`src/verilog/tmr_pkg.sv`:
```
package tmr_pkg;
  // ----------------------------------------
  // register addresses
  // ----------------------------------------
  localparam logic [7:0] ADDR_CONTROL = 8'h88;
  localparam logic [7:0] ADDR_MODE    = 8'h89;
  localparam logic [7:0] ADDR_T0_LO   = 8'h8A;
  localparam logic [7:0] ADDR_T1_LO   = 8'h8B;
  localparam logic [7:0] ADDR_T0_HI   = 8'h8C;
  localparam logic [7:0] ADDR_T1_HI   = 8'h8D;
  localparam logic [7:0] ADDR_SCALE   = 8'h8E;
  localparam logic [7:0] ADDR_IRQ_EN  = 8'hA8;
  localparam logic [7:0] ADDR_EXT_CFG = 8'hE4;
  localparam logic [7:0] RESET_BYTE   = 8'h00;
  // ----------------------------------------
  // field positions
  // ----------------------------------------
  localparam int OVF1_POS   = 7;
  localparam int RUN1_POS   = 6;
  localparam int OVF0_POS   = 5;
  localparam int RUN0_POS   = 4;
  localparam int XFLAG1_POS = 3;
  localparam int XTYPE1_POS = 2;
  localparam int XFLAG0_POS = 1;
  localparam int XTYPE0_POS = 0;
  localparam int CT_BIT   = 2;
  localparam int GATE_BIT = 3;
  localparam int T1_FIELD = 4;
  localparam int T0_CLKSEL = 2;
  localparam int T1_CLKSEL = 3;
  localparam int EN0_POS = 1;
  localparam int EN1_POS = 3;
  localparam int PL0 = 3;
  localparam int PL1 = 7;
  localparam logic [7:0] SCALE_BASE = 8'h04;
  // ----------------------------------------
  // types
  // ----------------------------------------
  typedef enum logic [1:0] {
    MODE_13BIT  = 2'b00,
    MODE_16BIT  = 2'b01,
    MODE_RELOAD = 2'b10,
    MODE_SPLIT  = 2'b11
  } mode_type;
  typedef struct packed {
    logic       wr;
    logic       rd;
    logic [7:0] addr;
    logic [7:0] wdata;
  } sfr_req_type;
  typedef struct packed {
    logic [7:0] lo;
    logic [7:0] hi;
    logic       ovf;
  } step_type;
endpackage

```
`src/verilog/timer_counter_pair.sv`:
```
`timescale 1ns/1ps
`default_nettype none
// Operation
// - each timer holds 16 bits, read and written as low and high bytes
// - each timer has its own two-bit mode field in the mode register
// - mode 0 counts 13 bits: high byte plus low-byte bits 4..0
// - 13-bit wrap from all ones sets overflow flag, may interrupt
// - count select high: count falling edges of the timer's count pin
// - count select low: count system clock or scaled clock per clock select
// - count only when run set and gate clear or ext input active
// - mode 3: timer 0 low byte is 8-bit counter with timer 0 controls
// - mode 3: timer 0 high byte counts clock, run by timer 1, sets its flag
// - timer 0 in mode 3: timer 1 no pin, no flag, overflow still exported
// - timer 0 in mode 3: timer 1 runs in modes 0-2, stops in mode 3
// - control register bit layout as listed, all zero at reset
// - overflow flags set by hardware, cleared by software or vectoring
// - ext flags set per type; vectoring clears them only when edge-triggered
// - type bit 0 level, 1 edge; polarity bit sets active level
// - timer interrupts reach the processor only when individually enabled
module timer_counter_pair (
  input  wire logic                 clk,
  input  wire logic                 rstn,
  input  wire tmr_pkg::sfr_req_type sfr,
  output logic [7:0]                sfr_rdata,
  input  wire logic                 counter0_input_pin,
  input  wire logic                 counter1_input_pin,
  input  wire logic                 ext_irq0_input,
  input  wire logic                 ext_irq1_input,
  input  wire logic                 ack_timer0,
  input  wire logic                 ack_timer1,
  input  wire logic                 ack_ext0,
  input  wire logic                 ack_ext1,
  output logic                      irq_timer0,
  output logic                      irq_timer1,
  output logic                      irq_ext0,
  output logic                      irq_ext1,
  output logic                      timer1_overflow_out
);
  // ----------------------------------------
  // reset release
  // ----------------------------------------
  logic [1:0] rst_pipe_reg;
  wire        rst_n = rst_pipe_reg[1];
  always_ff @(posedge clk or negedge rstn) begin
    if (!rstn) rst_pipe_reg <= 2'b00;
    else rst_pipe_reg <= {rst_pipe_reg[0], 1'b1};
  end

  // ----------------------------------------
  // pin synchronisers
  // ----------------------------------------
  wire  [3:0] pins = {ext_irq1_input, ext_irq0_input, counter1_input_pin, counter0_input_pin};
  logic [3:0] sync1_reg;
  logic [3:0] sync2_reg;
  logic [3:0] prev_reg;
  genvar i;
  generate
    for (i = 0; i < 4; i++) begin : g_sync
      always_ff @(posedge clk or negedge rst_n) begin
        if (!rst_n) begin
          // idle high: no false edge or active level right after reset
          sync1_reg[i] <= 1'b1;
          sync2_reg[i] <= 1'b1;
          prev_reg[i]  <= 1'b1;
        end else begin
          sync1_reg[i] <= pins[i];
          sync2_reg[i] <= sync1_reg[i];
          prev_reg[i]  <= sync2_reg[i];
        end
      end
    end
  endgenerate
  wire [1:0] pin_fall = prev_reg[1:0] & ~sync2_reg[1:0];

  // ----------------------------------------
  // registers and decode
  // ----------------------------------------
  logic [7:0] control_reg;
  logic [7:0] mode_reg;
  logic [7:0] scale_reg;
  logic [7:0] irq_en_reg;
  logic [7:0] ext_cfg_reg;
  logic [7:0] t0_lo_reg;
  logic [7:0] t0_hi_reg;
  logic [7:0] t1_lo_reg;
  logic [7:0] t1_hi_reg;
  logic [7:0] prescale_reg;
  logic [7:0] rdata_reg;
  logic       ovf_out_reg;

  function automatic logic hit(input tmr_pkg::sfr_req_type r, input logic [7:0] a);
    return r.wr && (r.addr == a);
  endfunction

  wire wr_ctl = hit(sfr, tmr_pkg::ADDR_CONTROL);
  wire wr_t0l = hit(sfr, tmr_pkg::ADDR_T0_LO);
  wire wr_t0h = hit(sfr, tmr_pkg::ADDR_T0_HI);
  wire wr_t1l = hit(sfr, tmr_pkg::ADDR_T1_LO);
  wire wr_t1h = hit(sfr, tmr_pkg::ADDR_T1_HI);

  tmr_pkg::mode_type m0;
  tmr_pkg::mode_type m1;
  assign m0 = tmr_pkg::mode_type'(mode_reg[1:0]);
  assign m1 = tmr_pkg::mode_type'(mode_reg[tmr_pkg::T1_FIELD +: 2]);
  wire split = (m0 == tmr_pkg::MODE_SPLIT);
  wire ct0   = mode_reg[tmr_pkg::CT_BIT];
  wire timer0_gate_enable = mode_reg[tmr_pkg::GATE_BIT];
  wire ct1   = mode_reg[tmr_pkg::T1_FIELD + tmr_pkg::CT_BIT];
  wire gate1 = mode_reg[tmr_pkg::T1_FIELD + tmr_pkg::GATE_BIT];

  // ----------------------------------------
  // external inputs: polarity, gating, flags
  // ----------------------------------------
  wire [1:0] pol      = {ext_cfg_reg[tmr_pkg::PL1], ext_cfg_reg[tmr_pkg::PL0]};
  wire [1:0] act      = ~(sync2_reg[3:2] ^ pol);
  wire [1:0] prev_act = ~(prev_reg[3:2] ^ pol);
  wire [1:0] itype    = {control_reg[tmr_pkg::XTYPE1_POS], control_reg[tmr_pkg::XTYPE0_POS]};
  // edge mode catches the move into the active level, level mode holds it
  wire [1:0] ext_set  = (itype & act & ~prev_act) | (~itype & act);

  // ----------------------------------------
  // count enables
  // ----------------------------------------
  wire [7:0] scale_mask = (tmr_pkg::SCALE_BASE << {scale_reg[1:0], 1'b0}) - 8'h01;
  wire       scale_tick = (prescale_reg & scale_mask) == scale_mask;
  wire       clk_tick0  = scale_reg[tmr_pkg::T0_CLKSEL] ? scale_tick : 1'b1;
  wire       clk_tick1  = scale_reg[tmr_pkg::T1_CLKSEL] ? scale_tick : 1'b1;
  wire       run_bit0   = control_reg[tmr_pkg::RUN0_POS];
  wire       run_bit1   = control_reg[tmr_pkg::RUN1_POS];
  wire       run0       = run_bit0 && (!timer0_gate_enable || act[0]);
  wire       run1       = run_bit1 && (!gate1 || act[1]);
  wire       inc0       = run0 && (ct0 ? pin_fall[0] : clk_tick0);
  // split: timer 1 ignores its run bit and pin, mode 3 is its only stop
  wire       inc1       = (m1 != tmr_pkg::MODE_SPLIT) &&
                          (split ? clk_tick1 :
                           run1 && (ct1 ? pin_fall[1] : clk_tick1));
  wire       inc_hi0    = split && run_bit1 && clk_tick0;

  // ----------------------------------------
  // counter step
  // ----------------------------------------
  function automatic tmr_pkg::step_type step(input tmr_pkg::mode_type m,
                                             input logic [7:0] lo,
                                             input logic [7:0] hi,
                                             input logic       inc);
    tmr_pkg::step_type s;
    logic [13:0] c13;
    logic [16:0] c16;
    logic [8:0]  c8;
    s   = '{lo: lo, hi: hi, ovf: 1'b0};
    c13 = {1'b0, hi, lo[4:0]} + 14'h0001;
    c16 = {1'b0, hi, lo} + 17'h00001;
    c8  = {1'b0, lo} + 9'h001;
    if (inc) begin
      unique case (m)
        tmr_pkg::MODE_13BIT: begin
          // upper low-byte bits are left as they were
          s.hi  = c13[12:5];
          s.lo  = {lo[7:5], c13[4:0]};
          s.ovf = c13[13];
        end
        tmr_pkg::MODE_16BIT: begin
          s.hi  = c16[15:8];
          s.lo  = c16[7:0];
          s.ovf = c16[16];
        end
        tmr_pkg::MODE_RELOAD: begin
          s.lo  = c8[8] ? hi : c8[7:0];
          s.ovf = c8[8];
        end
        tmr_pkg::MODE_SPLIT: begin
          s.lo  = c8[7:0];
          s.ovf = c8[8];
        end
      endcase
    end
    return s;
  endfunction

  tmr_pkg::step_type t0s;
  tmr_pkg::step_type t1s;
  assign t0s = step(m0, t0_lo_reg, t0_hi_reg, inc0);
  assign t1s = step(m1, t1_lo_reg, t1_hi_reg, inc1);
  wire [8:0] hi_split = {1'b0, t0_hi_reg} + {8'h00, inc_hi0};

  // software writes win over counting for the data bytes
  wire [7:0] t0_lo_next = wr_t0l ? sfr.wdata : t0s.lo;
  wire [7:0] t0_hi_next = wr_t0h ? sfr.wdata : (split ? hi_split[7:0] : t0s.hi);
  wire [7:0] t1_lo_next = wr_t1l ? sfr.wdata : t1s.lo;
  wire [7:0] t1_hi_next = wr_t1h ? sfr.wdata : t1s.hi;

  // ----------------------------------------
  // control flags
  // ----------------------------------------
  wire tf0_set = t0s.ovf;
  wire tf1_set = split ? hi_split[8] : t1s.ovf;
  wire [7:0] ctl_base = wr_ctl ? sfr.wdata : control_reg;
  wire [7:0] ctl_clr  = {ack_timer1, 1'b0, ack_timer0, 1'b0,
                         ack_ext1 & itype[1], 1'b0, ack_ext0 & itype[0], 1'b0};
  wire [7:0] ctl_set  = {tf1_set, 1'b0, tf0_set, 1'b0, ext_set[1], 1'b0, ext_set[0], 1'b0};
  // hardware set beats any clear in the same cycle
  wire [7:0] control_next = (ctl_base & ~ctl_clr) | ctl_set;

  wire [7:0] rd_mux =
    (sfr.addr == tmr_pkg::ADDR_CONTROL) ? control_reg :
    (sfr.addr == tmr_pkg::ADDR_MODE)    ? mode_reg :
    (sfr.addr == tmr_pkg::ADDR_T0_LO)   ? t0_lo_reg :
    (sfr.addr == tmr_pkg::ADDR_T1_LO)   ? t1_lo_reg :
    (sfr.addr == tmr_pkg::ADDR_T0_HI)   ? t0_hi_reg :
    (sfr.addr == tmr_pkg::ADDR_T1_HI)   ? t1_hi_reg :
    (sfr.addr == tmr_pkg::ADDR_SCALE)   ? scale_reg :
    (sfr.addr == tmr_pkg::ADDR_IRQ_EN)  ? irq_en_reg :
    (sfr.addr == tmr_pkg::ADDR_EXT_CFG) ? ext_cfg_reg : tmr_pkg::RESET_BYTE;

  // ----------------------------------------
  // state update
  // ----------------------------------------
  always_ff @(posedge clk or negedge rst_n) begin
    if (!rst_n) begin
      control_reg  <= tmr_pkg::RESET_BYTE;
      mode_reg     <= tmr_pkg::RESET_BYTE;
      scale_reg    <= tmr_pkg::RESET_BYTE;
      irq_en_reg   <= tmr_pkg::RESET_BYTE;
      ext_cfg_reg  <= tmr_pkg::RESET_BYTE;
      t0_lo_reg    <= tmr_pkg::RESET_BYTE;
      t0_hi_reg    <= tmr_pkg::RESET_BYTE;
      t1_lo_reg    <= tmr_pkg::RESET_BYTE;
      t1_hi_reg    <= tmr_pkg::RESET_BYTE;
      prescale_reg <= tmr_pkg::RESET_BYTE;
      rdata_reg    <= tmr_pkg::RESET_BYTE;
      ovf_out_reg  <= 1'b0;
    end else begin
      control_reg  <= control_next;
      if (hit(sfr, tmr_pkg::ADDR_MODE)) mode_reg <= sfr.wdata;
      if (hit(sfr, tmr_pkg::ADDR_SCALE)) scale_reg <= sfr.wdata;
      if (hit(sfr, tmr_pkg::ADDR_IRQ_EN)) irq_en_reg <= sfr.wdata;
      if (hit(sfr, tmr_pkg::ADDR_EXT_CFG)) ext_cfg_reg <= sfr.wdata;
      t0_lo_reg    <= t0_lo_next;
      t0_hi_reg    <= t0_hi_next;
      t1_lo_reg    <= t1_lo_next;
      t1_hi_reg    <= t1_hi_next;
      prescale_reg <= prescale_reg + 8'h01;
      if (sfr.rd) rdata_reg <= rd_mux;
      ovf_out_reg  <= t1s.ovf;
    end
  end

  assign sfr_rdata           = rdata_reg;
  assign timer1_overflow_out = ovf_out_reg;
  assign irq_timer0 = control_reg[tmr_pkg::OVF0_POS] && irq_en_reg[tmr_pkg::EN0_POS];
  assign irq_timer1 = control_reg[tmr_pkg::OVF1_POS] && irq_en_reg[tmr_pkg::EN1_POS];
  assign irq_ext0   = control_reg[tmr_pkg::XFLAG0_POS];
  assign irq_ext1   = control_reg[tmr_pkg::XFLAG1_POS];

  wire t0_wr = wr_t0l || wr_t0h;
endmodule
`default_nettype wire

```
`config.mk`:
```
export PLATFORM = sky130hd
export DESIGN_NAME = timer_counter_pair
export DESIGN_NICKNAME = d
export VERILOG_FILES = /design/src/verilog/tmr_pkg.sv /design/src/verilog/timer_counter_pair.sv
export SDC_FILE = /design/constraint.sdc
export NUM_CORES = 1
export LEC_CHECK = 0
export ABC_CLOCK_PERIOD_IN_PS = 7600
export BUFFER_PORTS_ARGS = -buffer_cell sky130_fd_sc_hd__buf_4
export CAP_MARGIN = 20
export CORE_MARGIN = 2
export CORE_UTILIZATION = 55
export CTS_BUF_LIST = sky130_fd_sc_hd__clkbuf_4
export DETAILED_ROUTE_END_ITERATION = 12
export GPL_TIMING_DRIVEN = 0
export PLACE_DENSITY = 0.69
export RECOVER_POWER = 25
export SLEW_MARGIN = 20
export SYNTH_ARGS = -nofsm -noshare
export SYNTH_HDL_FRONTEND = slang
export SYNTH_SLANG_ARGS = --single-unit
```
`constraint.sdc`:
```
create_clock -name clk -period 7.6 [get_ports clk]
set_input_delay 1.52 -clock clk [delete_from_list [all_inputs] [get_ports clk]]
set_output_delay 1.52 -clock clk [all_outputs]
set_load 0.05 [all_outputs]
```
==> flow_summary_export.csv, run 1 <==
group,metric,value,unit
clock_tree,root_buffer,"clkbuf_4",
synth,synth_edf_count,0,
pwr,ir_worst_vdd,0.000200,V
setup_path,path_buf_inv,2,
pwr,power.total,1.53,mW
hold_path,hold_start,"sync2_reg[1]",
setup_path,critPathMaxStageDelay,0.82,ns
setup_path,crit_chain,"buf_4 -> nor4b_2 -> nand2_1 -> nor2_1 -> and2_1 -> clkbuf_1 -> nand2_1 -> o21ai_0",
clock_tree,hold_buffers,0,
run_status,status,"complete, but fails checks",
drt,wl_per_cell,22.7,um
synth,syn-cell-area,6240,sq um
final_layout,fillers,953,
sta,finalCritPeriodShare,0.463,
clock_tree,cts-buffers-inserted,9,
setup_path,critical_path.slowest_cell,"nor4b_2",
final_layout,final_core_util,0.624,
floorplan,core-area,10900,sq um
setup_path,cpLargestDelayFamily,"simple AND/OR/NAND/NOR gates",
clock_tree,htreeDepth,3,
setup_path,critPathCaptureType,"flip-flop",
sta,period_minus_slack,3.52,ns
clock_tree,cts_resized,0,
floorplan,rows,38,
global_route,antenna_found_initial,0,
place,post-place-ws,3.61,ns
synth,synth-seq-cells,103,
sta,setup-tns-final,0,ns
synth,yosysTopAreaCell,"dfrtp_1",
final_layout,area_growth,9.28,%
synth,synth_cell_types,80,
final_layout,drive_gt1_frac,0.157,
setup_path,worst_setup_path_start_kind,"input port",
global_route,overflow,0,
sta,finalClockSkew,0.0178,ns
hold_path,whs_path_depth,0,
synth,ys_warn_count,0,
floorplan,ioPinCount,41,
sta,slew_violations,33,
floorplan,die_h,111,um
sta,fmax,284,MHz
hold_path,hp-class,"reg2reg",
global_route,grt_start_max_net_pins,43,
sta,finalSetupViolCount,0,
floorplan,die_w,111,um
synth,synth_area_leaders,"dfrtp_1 36%, mux2_2 6.0%, dfstp_2 5.0%",
setup_path,critPathMaxFanout,10,
pwr,p_per_area,224,nW/um^2
setup_path,crit_start,"sfr[14]",
global_route,grt_pass1_vias,5544,
synth,synthCells,683,
floorplan,die-area,12200,sq um
place,gp_congestion,1.00,
clock_tree,clk-insertion-delay-late,0.52,ns
pwr,leakagePower,2.79,nW
clock_tree,cts_setup_buffers,0,
setup_path,rr_endpoint,"t0_hi_reg[6]",
drt,vias_per_cell,6.71,
drt,drc,0,
setup_path,path_common_cell,"nand2_1",
synth,ys_seq_area_frac,0.415,
synth,syn-num-nets,716,
global_route,grt_pass1_wl,31100,um
setup_path,worstSetupPathType,"in2reg",
drt,antenna_left,0,
sta,hold_violations,0,
hold_path,min_to,"prev_reg[1]",
synth,async_flop_share,1.00,
setup_path,worstPathArrival,3.97,ns
clock_tree,cts_buffer_depth,2,
synth,ys.flop_type,"dfrtp_1",
synth,syn-mean-instance-area,9.14,sq um
drt,drtIter0Drc,669,
synth,synth_top_area_share,0.365,
clock_tree,cts_tree,"done",
clock_tree,clkTransAtPathRegs,0.19,ns
drt,vias,5850,
drt,first_pass_iters,8,
setup_path,r2r_cells,12,
final_layout,diodes,0,
run_status,violations,"capacitance limit, slew limit",
sta,slew_headroom,-0.309,
sta,whs,0.367,ns
sta,timing.final.ws_setup,4.08,ns
drt,drt-total-wl,19800,um
sta,max_slew.worst_pin.slew,1.96,ns
place,dp_hpwl,14600,um
flow_run,maxCapViolCount,1,
place,port_buffers,31,
floorplan,initial_core_util,0.571,
setup_path,worst_ep_required_time,8.05,ns
clock_tree,clock_sinks,103,
final_layout,layout.nets,760,
setup_path,r2r_slack,4.42,ns
setup_path,rr_startpoint,"scale_reg[0]",
sta,rsz0062_at_grt,"false",
global_route,gr-usage-all-layers,0.325,
-- worst max-delay path by stage --
stage,to,slack [ns],cells past startpoint
2_1_floorplan,t1_lo_reg[0],4.39,8
3_3_place_gp,t1_lo_reg[6],3.46,0
3_5_place_dp,t1_lo_reg[0],3.61,9
4_1_cts,t1_lo_reg[0],4.19,9
5_1_grt,t0_lo_reg[1],3.96,8
6_report,t0_lo_reg[3],4.08,8
-- synth_stat cells (9+ instances only) --
master,count
a21oi_1,33
a22oi_1,10
clkbuf_1,34
dfrtp_1,91
dfstp_2,12
inv_1,21
mux2_2,33
mux2i_1,17
nand2_1,67
nand3_1,20
nand4_1,9
nor2_1,59
nor3_1,9
nor4_1,13
o21ai_0,41
o22ai_1,15
xnor2_1,18
-- power breakdown --
group | internal, mW | switching, mW
logic | 0.190 | 0.311
registers | 0.624 | 0.0955
clock network | 0.0813 | 0.222
total | 0.896 | 0.629
-- worst reg2reg max path, delay by kind of cell, from the launching register on --
family | cells | cell delay, ns
AOI/OAI and AO/OA | 6 | 1.43
xor gates and xnor gates | 1 | 0.16
adders and majority gates | 2 | 0.58
DFF | 1 | 0.47
and+or+nand+nor | 3 | 0.51
-- placed cells by master, fill, tap and decap left out, drive strengths merged, types with 5 or more instances in the layout --
master / n
nor4: 14
and2: 6
a21oi: 33
xnor2: 18
o221ai: 6
o21ai: 45
nand2b: 6
ha: 5
inv: 25
o31ai: 7
nand2: 68
a31oi: 7
dfrtp: 91
nor2b: 7
nor3: 10
mux2i: 17
dfstp: 12
xor2: 7
and3: 7
o211ai: 9
a221oi: 8
nand4: 9
nand3: 20
clkbuf: 47
buf: 41
a22oi: 10
o22ai: 15
a21o: 6
a211oi: 9
nor2: 60
mux2: 33
-- layer usage --
metal,GRT usage,up-vias,part of all wire
li1,-,2624,-
met1,0.461,2854,0.42
met2,0.487,324,0.45
met3,0.0763,48,0.095
met4,0.118,0,0.031
met5,0,-,0
-- cell families after synthesis --
logic type | count (synthesis) | share of synthesized area
simple gates | 232 | 0.186
compound gates | 200 | 0.223
other cells | 1 | 0.000601
fa+ha+maj | 5 | 0.0100
buf+inv | 67 | 0.0435
xor+xnor | 25 | 0.0351
flops | 103 | 0.415
mux | 50 | 0.0868
-- final cells by class --
class                   count  area [sq um]  share of cell area
clock buffers               9          67.6             0.00990
clock inverters             7          83.8              0.0123
well taps                 140           175              0.0257
repair buffers             33           253              0.0370
flip-flops and latches    103          2590               0.380
inverters                  21          78.8              0.0116
multi-input cells         513          3380               0.495
plain buffers              46           193              0.0282
-- stage by stage --
step | area (sq um) | cells
2_1_floorplan | 6240 | 683
3_3_place_gp | 6650 | 854
3_5_place_dp | 6700 | 856
4_1_cts | 6850 | 872
5_1_grt | 6820 | 872
6_report | 6820 | 872
No activity file was read; power rests on OpenSTA's default activity.
==> inputs of run 2 (changes only) <==
Settings changed: ABC_CLOCK_PERIOD_IN_PS 7600 to 3500.
Clock period 7.6 ns to 3.5 ns, I/O delays scaled along.
==> flow_summary_export.csv, run 2 (same netlist as run 1, synthesis figures left out) <==
group,metric,value,unit
run_status,status,"complete, but fails checks",
run_status,violations,"capacitance limit, slew limit",
sta,period_minus_slack,3.14,ns
clock_tree,htreeDepth,3,
sta,hold_violations,0,
final_layout,fillers,952,
setup_path,crit_chain,"a21boi_1 -> o22ai_1 -> nand2_1 -> a211oi_1 -> ha_1 -> ha_1 -> nand3_1 -> nor2_1 -> xor2_1 -> o22ai_1 -> o211ai_1 -> o221a_2",
pwr,ir_worst_vdd,0.000433,V
setup_path,critPathMaxStageDelay,0.53,ns
clock_tree,clock_sinks,103,
drt,drc,0,
sta,finalClockSkew,0.0203,ns
setup_path,r2r_cells,12,
sta,slew_headroom,-0.296,
drt,vias_per_cell,6.68,
floorplan,ioPinCount,41,
sta,setup-tns-final,0,ns
drt,drt-total-wl,19800,um
clock_tree,root_buffer,"clkbuf_4",
clock_tree,cts-buffers-inserted,9,
place,port_buffers,31,
sta,whs,0.270,ns
global_route,antenna_found_initial,0,
drt,first_pass_iters,5,
setup_path,critical_path.slowest_cell,"a211oi_1",
clock_tree,cts_buffer_depth,2,
place,dp_hpwl,14600,um
place,gp_congestion,1.00,
clock_tree,cts_setup_buffers,0,
sta,max_slew.worst_pin.slew,1.94,ns
floorplan,die-area,12200,sq um
sta,rsz0062_at_grt,"false",
setup_path,worstSetupPathType,"reg2reg",
clock_tree,cts_resized,0,
final_layout,layout.nets,761,
drt,vias,5828,
setup_path,critPathMaxFanout,5,
final_layout,diodes,0,
setup_path,critPathCaptureType,"flip-flop",
clock_tree,clk-insertion-delay-late,0.52,ns
global_route,grt_start_max_net_pins,43,
floorplan,die_h,111,um
hold_path,hp-class,"in2reg",
global_route,grt_pass1_wl,31100,um
sta,slew_violations,33,
global_route,gr-usage-all-layers,0.325,
clock_tree,cts_tree,"done",
floorplan,initial_core_util,0.571,
final_layout,drive_gt1_frac,0.157,
setup_path,worst_ep_required_time,3.97,ns
floorplan,core-area,10900,sq um
pwr,leakagePower,2.80,nW
drt,wl_per_cell,22.6,um
pwr,p_per_area,485,nW/um^2
flow_run,maxCapViolCount,1,
sta,finalSetupViolCount,0,
sta,fmax,318,MHz
final_layout,final_cell_mix,"91 x dfrtp_1, 67 x nand2_1, 59 x nor2_1, 41 x o21ai_0, 36 x clkbuf_1",
setup_path,worst_setup_path_start_kind,"flip-flop",
sta,finalCritPeriodShare,0.898,
clock_tree,clkTransAtPathRegs,0.18,ns
floorplan,die_w,111,um
final_layout,layout_commonest_cell,"dfrtp_1",
floorplan,rows,38,
drt,drtIter0Drc,656,
global_route,overflow,0,
setup_path,worstPathArrival,3.61,ns
final_layout,area_growth,9.44,%
global_route,grt_pass1_vias,5548,
drt,antenna_left,0,
hold_path,whs_path_depth,1,
-- run 2: layout make-up --
class                   instances  area [sq um]  share of cell area
plain buffers                  46           193              0.0282
clock buffers                   9          67.6             0.00989
inverters                      21          78.8              0.0115
repair buffers                 34           263              0.0384
clock inverters                 7          83.8              0.0123
multi-input cells             513          3380               0.495
flip-flops and latches        103          2590               0.379
well taps                     140           175              0.0256
-- run 2: stage by stage --
stage | area (sq um) | power (mW) | instances | util | setup WS [ns]
2_1_floorplan | 6240 | 2.31 | 683 | - | 0.439
3_5_place_dp | 6700 | 2.64 | 856 | 0.612 | 0.334
3_3_place_gp | 6650 | 2.60 | 854 | 0.608 | -0.642
6_report | 6830 | 3.31 | 873 | 0.625 | 0.355
4_1_cts | 6860 | 3.30 | 873 | 0.627 | 0.456
5_1_grt | 6830 | 3.50 | 873 | 0.625 | 0.0872
-- run 2: metal layers --
metal	GRT usage	vias up	part of all wire
met4	0.118	0	0.030
met2	0.487	311	0.45
met1	0.461	2836	0.43
met3	0.0763	47	0.091
met5	0	-	0
li1	-	2634	-
-- run 2: path summary, 6_finish.rpt --
path / startpoint / end / slack (ns)
worst max-delay path: scale_reg[0] / t0_hi_reg[6] / 0.36
worst min-delay path: ext_irq0_input / sync1_reg[2] / 0.27
worst max register to register: scale_reg[0] / t0_hi_reg[6] / 0.36
worst min register to register: sync2_reg[1] / prev_reg[1] / 0.37
max in group asynchronous: rst_pipe_reg[1] / mode_reg[4] / 0.71
min in group asynchronous: rst_pipe_reg[1] / control_reg[6] / 0.45
-- run 2: critical path: cells and delay by family, from the launching register on --
| family | cells | cell delay [ns] |
|---|---|---|
| AO/OA/AOI/OAI | 6 | 1.42 |
| flip-flops | 1 | 0.47 |
| adder cells (fa/ha/maj) | 2 | 0.56 |
| AND/OR/NAND/NOR | 3 | 0.49 |
| XOR/XNOR | 1 | 0.16 |
-- run 2: where the power goes --
group | internal (mW) | switching, mW | leakage [nW]
Clock | 0.177 | 0.481 | 0.0820
Sequential | 1.36 | 0.209 | 1.26
Combinational | 0.413 | 0.676 | 1.46
-- run 2: timing repair --
item	in CTS	in global routing
hold buffers	1	0
hold endpoints to repair	2	0
endpoints found under the setup margin	0	0
